$ cat src/ptm_pkg.sv
// Package for the prescaled timer with capture and match: offsets, fields, types
`default_nettype none
package ptm_pkg;
  localparam int ADDR_W = 8;
  localparam int DATA_W = 32;
  localparam logic [ADDR_W-1:0] OFF_FLAGS = 8'h00;
  localparam logic [ADDR_W-1:0] OFF_CTRL = 8'h04;
  localparam logic [ADDR_W-1:0] OFF_COUNT = 8'h08;
  localparam logic [ADDR_W-1:0] OFF_PLIM = 8'h0c;
  localparam logic [ADDR_W-1:0] OFF_PCNT = 8'h10;
  localparam logic [ADDR_W-1:0] OFF_MCTL = 8'h14;
  localparam logic [ADDR_W-1:0] OFF_MATCH0 = 8'h18;
  localparam logic [ADDR_W-1:0] OFF_CCTL = 8'h28;
  localparam logic [ADDR_W-1:0] OFF_CAP0 = 8'h2c;
  localparam logic [ADDR_W-1:0] OFF_EXTM = 8'h3c;
  localparam logic [ADDR_W-1:0] OFF_MODE = 8'h70;
  localparam logic [ADDR_W-1:0] OFF_IMASK = 8'h74;
  // Control bits
  localparam int CTRL_EN = 0;
  localparam int CTRL_RST = 1;
  // Mode register: bits 1:0 count source, bits 3:2 capture input used as clock
  localparam logic [1:0] MODE_TIMER = 2'h0;
  localparam logic [1:0] MODE_RISE = 2'h1;
  localparam logic [1:0] MODE_FALL = 2'h2;
  localparam logic [1:0] MODE_BOTH = 2'h3;
  // Match control: three bits per channel
  localparam int MC_INT = 0;
  localparam int MC_RST = 1;
  localparam int MC_STOP = 2;
  // Capture control: three bits per channel
  localparam int CC_RISE = 0;
  localparam int CC_FALL = 1;
  localparam int CC_INT = 2;
  // External match control: bits 3:0 pin state, actions at 4+2n
  localparam int EM_ACT_POS = 4;
  localparam logic [1:0] EM_NONE = 2'h0;
  localparam logic [1:0] EM_LOW = 2'h1;
  localparam logic [1:0] EM_HIGH = 2'h2;
  localparam logic [1:0] EM_TOGGLE = 2'h3;
  localparam int FLAG_CAP_POS = 4;
  localparam logic [DATA_W-1:0] RESET_VAL = 32'h0000_0000;
  typedef struct packed {
    logic [ADDR_W-1:0] addr;
    logic [DATA_W-1:0] wdata;
    logic wr;
    logic rd;
  } ptm_req_t;
endpackage : ptm_pkg
`default_nettype wire

$ cat src/ptm_regs.sv
// Small register memory holding match and capture words, registered read
`default_nettype none
module ptm_regs #(
  parameter int N = 8,
  parameter int AW = 3
) (
  input wire logic ref_clk,
  input wire logic rstn,
  input wire logic [N-1:0] we,
  input wire logic [N*32-1:0] wdata,
  input wire logic [AW-1:0] raddr,
  output logic [31:0] rdata,
  output logic [N*32-1:0] all
);
  logic [31:0] mem_q [N];
  genvar g;
  generate
    for (g = 0; g < N; g++) begin : g_w
      always_ff @(posedge ref_clk or negedge rstn) begin
        if (!rstn) begin
          mem_q[g] <= ptm_pkg::RESET_VAL;
        end else if (we[g]) begin
          mem_q[g] <= wdata[g*32 +: 32];
        end
      end
      assign all[g*32 +: 32] = mem_q[g];
    end
  endgenerate
  always_ff @(posedge ref_clk or negedge rstn) begin
    if (!rstn) begin
      rdata <= ptm_pkg::RESET_VAL;
    end else begin
      rdata <= mem_q[raddr];
    end
  end
endmodule : ptm_regs
`default_nettype wire

$ cat src/ptm_timer.sv
// Prescaled 32-bit timer with four match channels and up to four capture channels
// Function
// - 32-bit count stepped through 32-bit prescaler
// - Count clock cycles or external clock
// - Counter mode clocks from chosen capture input
// - Capture inputs snapshot count on edges
// - Capture may raise interrupt per channel
// - Four match compares, continuous with interrupt
// - Stop-on-match halts timer, optional interrupt
// - Reset-on-match clears count, optional interrupt
// - Match drives output low, high, toggle, none
// - External match control holds per-channel actions
// - One match output fans out to pins
// - Pinless match channels keep internal behaviour
// - Instance pin counts set by parameters
// - Six instances, each at its base
// - Count steps every limit-plus-one cycles
// - Eight flags, cleared by writing ones
// - Control register enables or resets counters
// - Stop halts count and prescaler both
`default_nettype none
module ptm_timer #(
  parameter int NCAP = 4,
  parameter int NMAT = 4,
  parameter int NPIN = 1,
  parameter logic [31:0] BASE_ADDR = 32'h0000_0000
) (
  input wire logic ref_clk,
  input wire logic rstn,
  input wire logic [31:0] bus_addr,
  input wire logic [31:0] bus_wdata,
  input wire logic bus_wr,
  input wire logic bus_rd,
  output logic [31:0] bus_rdata,
  input wire logic [3:0] capture_input,
  output logic [3:0] match_output,
  output logic [NPIN*4-1:0] match_pins,
  output logic irq
);
  typedef enum logic [2:0] {
    ST_IDLE = 3'b001,
    ST_RUN = 3'b010,
    ST_HOLD = 3'b100
  } ptm_state_t;

  ptm_pkg::ptm_req_t req;
  logic sel;
  logic [7:0] off;
  logic wr;
  logic rd;
  assign req.addr = bus_addr[7:0];
  assign req.wdata = bus_wdata;
  assign req.wr = bus_wr;
  assign req.rd = bus_rd;
  // Instance decode: upper address bits must equal this instance's base
  assign sel = (bus_addr[31:8] == BASE_ADDR[31:8]);
  assign off = req.addr;
  assign wr = req.wr && sel;
  assign rd = req.rd && sel;

  logic [1:0] timer_control_q;
  logic [31:0] timer_count_q;
  logic [31:0] prescale_limit_q;
  logic [31:0] prescale_counter_q;
  logic [11:0] mctl_q;
  logic [11:0] cctl_q;
  logic [11:0] external_match_control_q;
  logic [3:0] mode_q;
  logic [7:0] interrupt_flags_q;
  logic [7:0] imask_q;
  logic [3:0] cap_d1_q;
  logic [3:0] cap_d2_q;
  ptm_state_t state_q;
  logic [31:0] rd_reg_q;
  logic use_mem_q;

  logic [3:0] cap_live;
  assign cap_live = capture_input & 4'((1 << NCAP) - 1);

  // Input history for edge detection; inputs are synchronous
  always_ff @(posedge ref_clk or negedge rstn) begin
    if (!rstn) begin
      cap_d1_q <= 4'h0;
      cap_d2_q <= 4'h0;
    end else begin
      cap_d1_q <= cap_live;
      cap_d2_q <= cap_d1_q;
    end
  end
  logic [3:0] rise;
  logic [3:0] fall;
  assign rise = cap_d1_q & ~cap_d2_q;
  assign fall = ~cap_d1_q & cap_d2_q;

  // Count tick source
  logic ext_edge;
  logic [1:0] csel;
  assign csel = mode_q[3:2];
  always_comb begin
    case (mode_q[1:0])
      ptm_pkg::MODE_RISE: ext_edge = rise[csel];
      ptm_pkg::MODE_FALL: ext_edge = fall[csel];
      ptm_pkg::MODE_BOTH: ext_edge = rise[csel] | fall[csel];
      default: ext_edge = 1'b1;
    endcase
  end

  logic running;
  logic count_step;
  logic pre_wrap;
  logic [31:0] mv [4];
  logic [3:0] hit;
  logic [3:0] eq;
  logic [3:0] eq_q;
  logic match_rst;
  logic match_stop;
  // The enable gates counting at once; a stop holds the count in its own cycle and clears the enable at that edge
  assign running = (state_q == ST_RUN) && timer_control_q[ptm_pkg::CTRL_EN];
  assign pre_wrap = (prescale_counter_q == prescale_limit_q);
  // Timer mode ticks every clock, counter mode ticks on selected edge
  assign count_step = running && ext_edge && pre_wrap;

  genvar m;
  generate
    for (m = 0; m < 4; m++) begin : g_match
      // Match holds regardless of pin presence
      assign eq[m] = running && (timer_count_q == mv[m]);
      // One event per arrival at the value, so a held count does not act again
      assign hit[m] = eq[m] && !eq_q[m];
    end
  endgenerate
  always_ff @(posedge ref_clk or negedge rstn) begin
    if (!rstn) begin
      eq_q <= 4'h0;
    end else begin
      eq_q <= eq;
    end
  end
  always_comb begin
    match_rst = 1'b0;
    match_stop = 1'b0;
    for (int i = 0; i < 4; i++) begin
      // Reset lands at the step that ends the match period
      match_rst = match_rst | (eq[i] & mctl_q[i*3+ptm_pkg::MC_RST]);
      match_stop = match_stop | (hit[i] & mctl_q[i*3+ptm_pkg::MC_STOP]);
    end
  end

  // Run state follows the enable and reset bits and stop events
  always_ff @(posedge ref_clk or negedge rstn) begin
    if (!rstn) begin
      state_q <= ST_IDLE;
    end else begin
      case (state_q)
        ST_IDLE: if (timer_control_q[ptm_pkg::CTRL_EN]) state_q <= ST_RUN;
        ST_RUN: begin
          if (timer_control_q[ptm_pkg::CTRL_RST]) begin
            state_q <= ST_HOLD;
          end else if (!timer_control_q[ptm_pkg::CTRL_EN]) begin
            state_q <= ST_IDLE;
          end
        end
        ST_HOLD: if (!timer_control_q[ptm_pkg::CTRL_RST]) state_q <= ST_IDLE;
        default: state_q <= ST_IDLE;
      endcase
    end
  end

  // Control register; a stop event clears the enable
  always_ff @(posedge ref_clk or negedge rstn) begin
    if (!rstn) begin
      timer_control_q <= 2'h0;
    end else if (wr && off == ptm_pkg::OFF_CTRL) begin
      timer_control_q <= bus_wdata[1:0];
    end else if (match_stop) begin
      timer_control_q[ptm_pkg::CTRL_EN] <= 1'b0;
    end
  end

  // Prescaler
  always_ff @(posedge ref_clk or negedge rstn) begin
    if (!rstn) begin
      prescale_counter_q <= ptm_pkg::RESET_VAL;
    end else if (timer_control_q[ptm_pkg::CTRL_RST]) begin
      prescale_counter_q <= ptm_pkg::RESET_VAL;
    end else if (wr && off == ptm_pkg::OFF_PCNT) begin
      prescale_counter_q <= bus_wdata;
    end else if (match_stop) begin
      prescale_counter_q <= prescale_counter_q;
    end else if (running && ext_edge) begin
      prescale_counter_q <= pre_wrap ? ptm_pkg::RESET_VAL : prescale_counter_q + 32'h1;
    end
  end

  // Timer count
  always_ff @(posedge ref_clk or negedge rstn) begin
    if (!rstn) begin
      timer_count_q <= ptm_pkg::RESET_VAL;
    end else if (timer_control_q[ptm_pkg::CTRL_RST]) begin
      timer_count_q <= ptm_pkg::RESET_VAL;
    end else if (wr && off == ptm_pkg::OFF_COUNT) begin
      timer_count_q <= bus_wdata;
    end else if (match_stop) begin
      timer_count_q <= timer_count_q;
    end else if (match_rst && count_step) begin
      timer_count_q <= ptm_pkg::RESET_VAL;
    end else if (count_step) begin
      timer_count_q <= timer_count_q + 32'h1;
    end
  end

  // Configuration registers
  always_ff @(posedge ref_clk or negedge rstn) begin
    if (!rstn) begin
      prescale_limit_q <= ptm_pkg::RESET_VAL;
      mctl_q <= 12'h0;
      cctl_q <= 12'h0;
      mode_q <= 4'h0;
      imask_q <= 8'hff;
    end else if (wr) begin
      case (off)
        ptm_pkg::OFF_PLIM: prescale_limit_q <= bus_wdata;
        ptm_pkg::OFF_MCTL: mctl_q <= bus_wdata[11:0];
        ptm_pkg::OFF_CCTL: cctl_q <= bus_wdata[11:0];
        ptm_pkg::OFF_MODE: mode_q <= bus_wdata[3:0];
        ptm_pkg::OFF_IMASK: imask_q <= bus_wdata[7:0];
        default: ;
      endcase
    end
  end

  // Match and capture words in the register memory
  logic [7:0] mem_we;
  logic [255:0] mem_wdata;
  logic [31:0] mem_rdata;
  logic [255:0] mem_all;
  logic [3:0] cap_ev;
  logic [2:0] mem_raddr;
  genvar c;
  generate
    for (c = 0; c < 4; c++) begin : g_cap
      assign cap_ev[c] = (rise[c] & cctl_q[c*3+ptm_pkg::CC_RISE])
                       | (fall[c] & cctl_q[c*3+ptm_pkg::CC_FALL]);
      assign mem_we[c] = wr && (off == ptm_pkg::OFF_MATCH0 + 8'(c*4));
      assign mem_wdata[c*32 +: 32] = bus_wdata;
      assign mem_we[4+c] = cap_ev[c];
      assign mem_wdata[(4+c)*32 +: 32] = timer_count_q;
      assign mv[c] = mem_all[c*32 +: 32];
    end
  endgenerate
  assign mem_raddr = (off >= ptm_pkg::OFF_CAP0) ? 3'(4 + ((off - ptm_pkg::OFF_CAP0) >> 2))
                                                : 3'((off - ptm_pkg::OFF_MATCH0) >> 2);

  ptm_regs #(.N(8), .AW(3)) u_regs (
    .ref_clk(ref_clk),
    .rstn(rstn),
    .we(mem_we),
    .wdata(mem_wdata),
    .raddr(mem_raddr),
    .rdata(mem_rdata),
    .all(mem_all)
  );

  // Interrupt flags: events set, write of ones or a read clears; set wins
  logic [7:0] flag_set;
  logic [7:0] flag_clr;
  always_comb begin
    for (int i = 0; i < 4; i++) begin
      flag_set[i] = hit[i] & mctl_q[i*3+ptm_pkg::MC_INT];
      flag_set[ptm_pkg::FLAG_CAP_POS+i] = cap_ev[i] & cctl_q[i*3+ptm_pkg::CC_INT];
    end
    flag_clr = 8'h0;
    if (wr && off == ptm_pkg::OFF_FLAGS) flag_clr = bus_wdata[7:0];
    if (rd && off == ptm_pkg::OFF_FLAGS) flag_clr = 8'hff;
  end
  always_ff @(posedge ref_clk or negedge rstn) begin
    if (!rstn) begin
      interrupt_flags_q <= 8'h0;
    end else begin
      interrupt_flags_q <= (interrupt_flags_q & ~flag_clr) | flag_set;
    end
  end
  assign irq = |(interrupt_flags_q & imask_q);

  // External match outputs
  logic [3:0] emr_next;
  always_comb begin
    for (int i = 0; i < 4; i++) begin
      emr_next[i] = external_match_control_q[i];
      if (hit[i]) begin
        case (external_match_control_q[ptm_pkg::EM_ACT_POS + i*2 +: 2])
          ptm_pkg::EM_LOW: emr_next[i] = 1'b0;
          ptm_pkg::EM_HIGH: emr_next[i] = 1'b1;
          ptm_pkg::EM_TOGGLE: emr_next[i] = ~external_match_control_q[i];
          default: emr_next[i] = external_match_control_q[i];
        endcase
      end
    end
  end
  always_ff @(posedge ref_clk or negedge rstn) begin
    if (!rstn) begin
      external_match_control_q <= 12'h0;
    end else if (wr && off == ptm_pkg::OFF_EXTM) begin
      external_match_control_q <= bus_wdata[11:0];
    end else begin
      external_match_control_q[3:0] <= emr_next;
    end
  end
  assign match_output = external_match_control_q[3:0] & 4'((1 << NMAT) - 1);
  genvar p;
  generate
    for (p = 0; p < NPIN; p++) begin : g_pin
      assign match_pins[p*4 +: 4] = match_output;
    end
  endgenerate

  // Read path, data one cycle after the strobe
  always_ff @(posedge ref_clk or negedge rstn) begin
    if (!rstn) begin
      rd_reg_q <= ptm_pkg::RESET_VAL;
      use_mem_q <= 1'b0;
    end else begin
      use_mem_q <= rd && off >= ptm_pkg::OFF_MATCH0 && off < ptm_pkg::OFF_CCTL
                || rd && off >= ptm_pkg::OFF_CAP0 && off < ptm_pkg::OFF_EXTM;
      rd_reg_q <= ptm_pkg::RESET_VAL;
      if (rd) begin
        case (off)
          ptm_pkg::OFF_FLAGS: rd_reg_q <= {24'h0, interrupt_flags_q};
          ptm_pkg::OFF_CTRL: rd_reg_q <= {30'h0, timer_control_q};
          ptm_pkg::OFF_COUNT: rd_reg_q <= timer_count_q;
          ptm_pkg::OFF_PLIM: rd_reg_q <= prescale_limit_q;
          ptm_pkg::OFF_PCNT: rd_reg_q <= prescale_counter_q;
          ptm_pkg::OFF_MCTL: rd_reg_q <= {20'h0, mctl_q};
          ptm_pkg::OFF_CCTL: rd_reg_q <= {20'h0, cctl_q};
          ptm_pkg::OFF_EXTM: rd_reg_q <= {20'h0, external_match_control_q};
          ptm_pkg::OFF_MODE: rd_reg_q <= {28'h0, mode_q};
          ptm_pkg::OFF_IMASK: rd_reg_q <= {24'h0, imask_q};
          default: rd_reg_q <= ptm_pkg::RESET_VAL;
        endcase
      end
    end
  end
  assign bus_rdata = use_mem_q ? mem_rdata : rd_reg_q;

  // Checks
  property p_step;
    @(posedge ref_clk) disable iff (!rstn)
    (count_step && !match_rst && !match_stop && !timer_control_q[1] && !(wr && off == ptm_pkg::OFF_COUNT))
      |=> timer_count_q == $past(timer_count_q) + 32'h1;
  endproperty
  a_step: assert property (p_step) else $error("count did not step");

  property p_pre;
    @(posedge ref_clk) disable iff (!rstn)
    (running && ext_edge && pre_wrap && !match_stop && !timer_control_q[1] && !wr)
      |=> prescale_counter_q == 32'h0;
  endproperty
  a_pre: assert property (p_pre) else $error("prescaler did not clear");

  property p_stop;
    @(posedge ref_clk) disable iff (!rstn)
    (match_stop && !wr) |=> !timer_control_q[0] ##1 !running;
  endproperty
  a_stop: assert property (p_stop) else $error("stop did not halt");

  property p_rst;
    @(posedge ref_clk) disable iff (!rstn)
    timer_control_q[1] |=> timer_count_q == 32'h0 && prescale_counter_q == 32'h0;
  endproperty
  a_rst: assert property (p_rst) else $error("reset hold failed");

  property p_irq;
    @(posedge ref_clk) disable iff (!rstn)
    (|(flag_set & imask_q)) && !(wr && off == ptm_pkg::OFF_IMASK) |=> irq;
  endproperty
  a_irq: assert property (p_irq) else $error("irq missed an enabled flag");

  property p_clr;
    @(posedge ref_clk) disable iff (!rstn)
    (rd && off == ptm_pkg::OFF_FLAGS && flag_set == 8'h0) |=> interrupt_flags_q == 8'h0;
  endproperty
  a_clr: assert property (p_clr) else $error("flags not cleared by read");

  property p_flag;
    @(posedge ref_clk) disable iff (!rstn)
    flag_set[0] |=> interrupt_flags_q[0];
  endproperty
  a_flag: assert property (p_flag) else $error("match flag lost");

  property p_cap;
    @(posedge ref_clk) disable iff (!rstn)
    cap_ev[0] |=> mem_all[159:128] == $past(timer_count_q);
  endproperty
  a_cap: assert property (p_cap) else $error("capture wrong");

  property p_tog;
    @(posedge ref_clk) disable iff (!rstn)
    (hit[3] && external_match_control_q[11:10] == ptm_pkg::EM_TOGGLE && !wr)
      |=> external_match_control_q[3] != $past(external_match_control_q[3]);
  endproperty
  a_tog: assert property (p_tog) else $error("toggle missed");
endmodule : ptm_timer
`default_nettype wire

$ cat config.mk
export PLATFORM = sky130hd
export DESIGN_NAME = ptm_timer
export DESIGN_NICKNAME = d
export VERILOG_FILES = /design/src/ptm_pkg.sv /design/src/ptm_regs.sv /design/src/ptm_timer.sv
export SDC_FILE = /design/constraint.sdc
export NUM_CORES = 1
export LEC_CHECK = 0
export BUFFER_PORTS_ARGS = -buffer_cell sky130_fd_sc_hd__buf_2
export CORE_AREA = 2 2 199 298
export CTS_CLUSTER_SIZE = 28
export DETAILED_ROUTE_END_ITERATION = 10
export DIE_AREA = 0 0 201 300
export GPL_TIMING_DRIVEN = 1
export PLACE_DENSITY = 0.68
export SLEW_MARGIN = 20
export SYNTH_ARGS = -nofsm -noshare
export SYNTH_HDL_FRONTEND = slang
export SYNTH_SLANG_ARGS = --single-unit
$ cat constraint.sdc
create_clock -name ref_clk -period 2.4 [get_ports ref_clk]
set_input_delay 0.12 -clock ref_clk [delete_from_list [all_inputs] [get_ports ref_clk]]
set_output_delay 0.12 -clock ref_clk [all_outputs]
set_load 0.03 [all_outputs]
==> results.json <==
{
  "grt_start_max_net_pins": 112,
  "clock_latency_ns": 0.61,
  "max_slew_margin_pct": 45.13,
  "synth_common_cells": "dfrtp_1 (481), mux2_2 (391), clkbuf_1 (134), xnor2_1 (128), nand2_1 (124)",
  "routedWlPerCell_um": 28.93,
  "core_sq_um": 57700,
  "nFillCells": 4615,
  "clkPwrFrac_pct": 47.5,
  "drtPass1Iterations": 8,
  "critPathLaunchType": "flop",
  "hold_slack_ns": 0.03681,
  "finalSetupTns_ns": -22.82,
  "routed_wl_mm": 104.5,
  "synth_edf_count": 0,
  "power.total_mw": 17.65,
  "skew_ns": 0.02544,
  "port_buffers": 112,
  "rows": 108,
  "drive_above_1_share_pct": 51.81,
  "yosysWarnings": 0,
  "path_cells": "buf_4 -> buf_6 -> nand2_2 -> or3_4 -> or3b_4 -> nor2_4 -> nand4_1 -> or4_4 -> o31a_1 -> o22ai_2",
  "areaGrowthSynthToFinish_pct": 36.96,
  "peakVddDrop_uv": 789.1,
  "p_per_area_nw_per_um2": 501.4,
  "drt-initial-drc-count": 2094,
  "hpwlAfterDp_mm": 76.25,
  "grt_pass1_vias": 22570,
  "clock_sinks": 490,
  "via_count": 21920,
  "die_w_um": 201,
  "cpLargestDelayFamily": "simple AND/OR/NAND/NOR gates",
  "slew_viol_final": 0,
  "seqPwrFrac_pct": 46.9,
  "critPathKind": "flop to flop",
  "hold_viol": 0,
  "cpMaxStageDelayCell": "or4_4",
  "synthArstFlopShare_pct": 100.0,
  "fin_crit_ns": 2.857,
  "syn-instance-count": 2190,
  "outcome": "finished, violations left",
  "synthesis.nets": 2277,
  "fin_util_pct": 61.00,
  "p_switching_mw": 4.151,
  "cts_max_level": 2,
  "nets": 2887,
  "swShare_pct": 23.52,
  "finalNonFillerCells": 3612,
  "cts_root_buf": "clkbuf_16",
  "stdcell_area_sq_um": 35200,
  "cts_tree": "built",
  "worstPathMaxFanout": 9,
  "rsz0062_at_grt": "yes",
  "cp_data_arrival_time_ns": 3.38,
  "violations": "setup timing",
  "min_period_over_period_pct": 119.0,
  "place_inst": 3453,
  "cts_inserted_buffers": 50,
  "hold_path_class": "input pin to flop",
  "ant_nets": 0,
  "cts_buffer_depth": 3,
  "grt_pass1_wl_mm": 150.3,
  "yosysTopAreaCell": "dfrtp_1",
  "path_clk_slew_ns": 0.07,
  "power.leakage_nw": 16.67,
  "pwr-share-comb_pct": 5.7,
  "syn_avg_cell_area_sq_um": 11.73,
  "synth_most_common_cell": "dfrtp_1",
  "synth.distinct_cells": 70,
  "ios": 113,
  "finalSetupViolCount": 67,
  "grt_overflow_total": 0,
  "drcViolationCount": 0,
  "tightest_slew_ns": 0.8231,
  "place_congestion": 0.9965,
  "synth.top_cell.area_share_pct": 46.84,
  "post-place-ws_ns": -0.7537,
  "synth.area.top_cells": "dfrtp_1 (47%), mux2_2 (17%), mux4_2 (5.8%), xnor2_1 (4.4%), a22oi_1 (2.1%)",
  "gr-usage-all-layers_pct": 34.17,
  "synthFlopType": "dfrtp_1",
  "internal-power_mw": 13.50,
  "cp.required_ns": 2.92,
  "placed_cell_area_sq_um": 31390,
  "antenna_found_initial": 4,
  "dieArea_sq_um": 60300,
  "maxCapViolCount": 0,
  "syn-cell-area_sq_um": 25700,
  "die_h_um": 300,
  "yosysSeqAreaShare_pct": 47.76,
  "ys_ff_latch": 490,
  "fmax_ghz": 0.3501,
  "layout_setup_ws_ns": -0.4567,
  "cpPeakStageDelay_ns": 0.49,
  "path_buf_inv": 2,
  "initial_core_util_pct": 44.54,
  "via_per_inst": 6.068,
  "end_kind": "flop"
}
## kinds of logic (layout without fill, tap and decap cells)
| logic type | Yosys count | in the layout | share of synthesized area [%] |
|---|---|---|---|
| AO/OA/AOI/OAI | 335 | 336 | 9.026 |
| other | 0 | 1 | 0 |
| XOR/XNOR | 175 | 175 | 5.964 |
| adder cells (fa/ha/maj) | 15 | 15 | 0.7303 |
| buffers and inverters | 234 | 884 | 3.705 |
| AND/OR/NAND/NOR | 484 | 484 | 9.903 |
| flip-flops | 490 | 490 | 47.76 |
| multiplexers | 457 | 457 | 22.92 |
## registers in the layout (all words and copies together) (netlist names)
name,flops
interrupt_flags_q,8
timer_control_q,2
external_match_control_q,12
u_regs.rdata,32
cap_d1_q,4
rd_reg_q,32
use_mem_q,1
u_regs.all,256
imask_q,8
mode_q,4
state_q,3
mctl_q,12
eq_q,4
prescale_counter_q,32
cctl_q,12
timer_count_q,32
prescale_limit_q,32
cap_d2_q,4
## routing by layer
layer / global-route usage, % / vias to the layer above / part of all wire [%]
met5: 0 / - / 0
met4: 29.26 / 0 / 10
met2: 57.98 / 980 / 49
met1: 38.34 / 11220 / 35
met3: 4.227 / 393 / 5.5
li1: - / 9328 / -
## cell usage in the layout, fill, tap and decap left out, drive strengths merged, types with 37 or more instances in the layout
cell	instances
xnor2	128
buf	713
dfrtp	481
nor4	37
a22oi	72
nand2	124
mux4	66
nor2	63
nor3	41
nand3	44
nand4	65
clkbuf	69
o21ai	48
a21oi	72
inv	44
mux2	391
xor2	47
## power by group through the flow
stage                     clock network [mW]  logic, mW  registers (mW)
after detailed placement                   0      0.955            8.42
after global routing                    8.81       1.05            8.27
after global placement                     0      0.944            8.42
after floorplan                            0      0.296            8.43
after CTS                               8.48       1.00            8.27
final                                   8.38      0.999            8.27
## repair_timing
item,4_1_cts,5_1_grt
endpoints found under the hold margin,418,0
gates resized for setup,129,157
pin swaps,29,62
setup buffers,21,6
hold buffers,33,0
endpoints found under the setup margin,71,72
cloned,4,4
## worst paths after layout
path	start	end	slack, ns	cells past startpoint
hold / removal	bus_wdata[20]	u_regs.all[20]$_DFFE_PN0P_	0.04	2
setup reg to reg	timer_count_q[8]$_DFFE_PN0P_	timer_count_q[31]$_DFFE_PN0P_	-0.46	10
max in group asynchronous	rstn	state_q[0]$_DFFE_PN1P_	1.57	4
setup / recovery	timer_count_q[8]$_DFFE_PN0P_	timer_count_q[31]$_DFFE_PN0P_	-0.46	10
min in group asynchronous	rstn	cap_d1_q[3]$_DFF_PN0_	0.14	3
hold reg to reg	cap_d1_q[2]$_DFF_PN0_	cap_d2_q[2]$_DFF_PN0_	0.40	0
## final cells by class
cell class,instances,area [sq um],share of cell area [%]
Inverter,42,157.7,0.4479
Clock inverter,28,300.3,0.8531
Clock buffer,65,1461,4.152
Antenna cell,1,2.502,0.007109
Multi-Input combinational cell,1467,13710,38.94
Timing Repair Buffer,749,6310,17.93
Sequential cell,490,12300,34.93
Tap cell,770,963.4,2.737
## worst reg2reg max path, stage by stage (launching register included)
cell     delay, ns
dfrtp_2       0.45
buf_4         0.14
buf_6         0.13
nand2_2       0.06
or3_4         0.37
or3b_4        0.43
nor2_4        0.10
nand4_1       0.19
or4_4         0.49
o31a_1        0.28
o22ai_2       0.14
No activity file was read; power rests on OpenSTA's default activity.
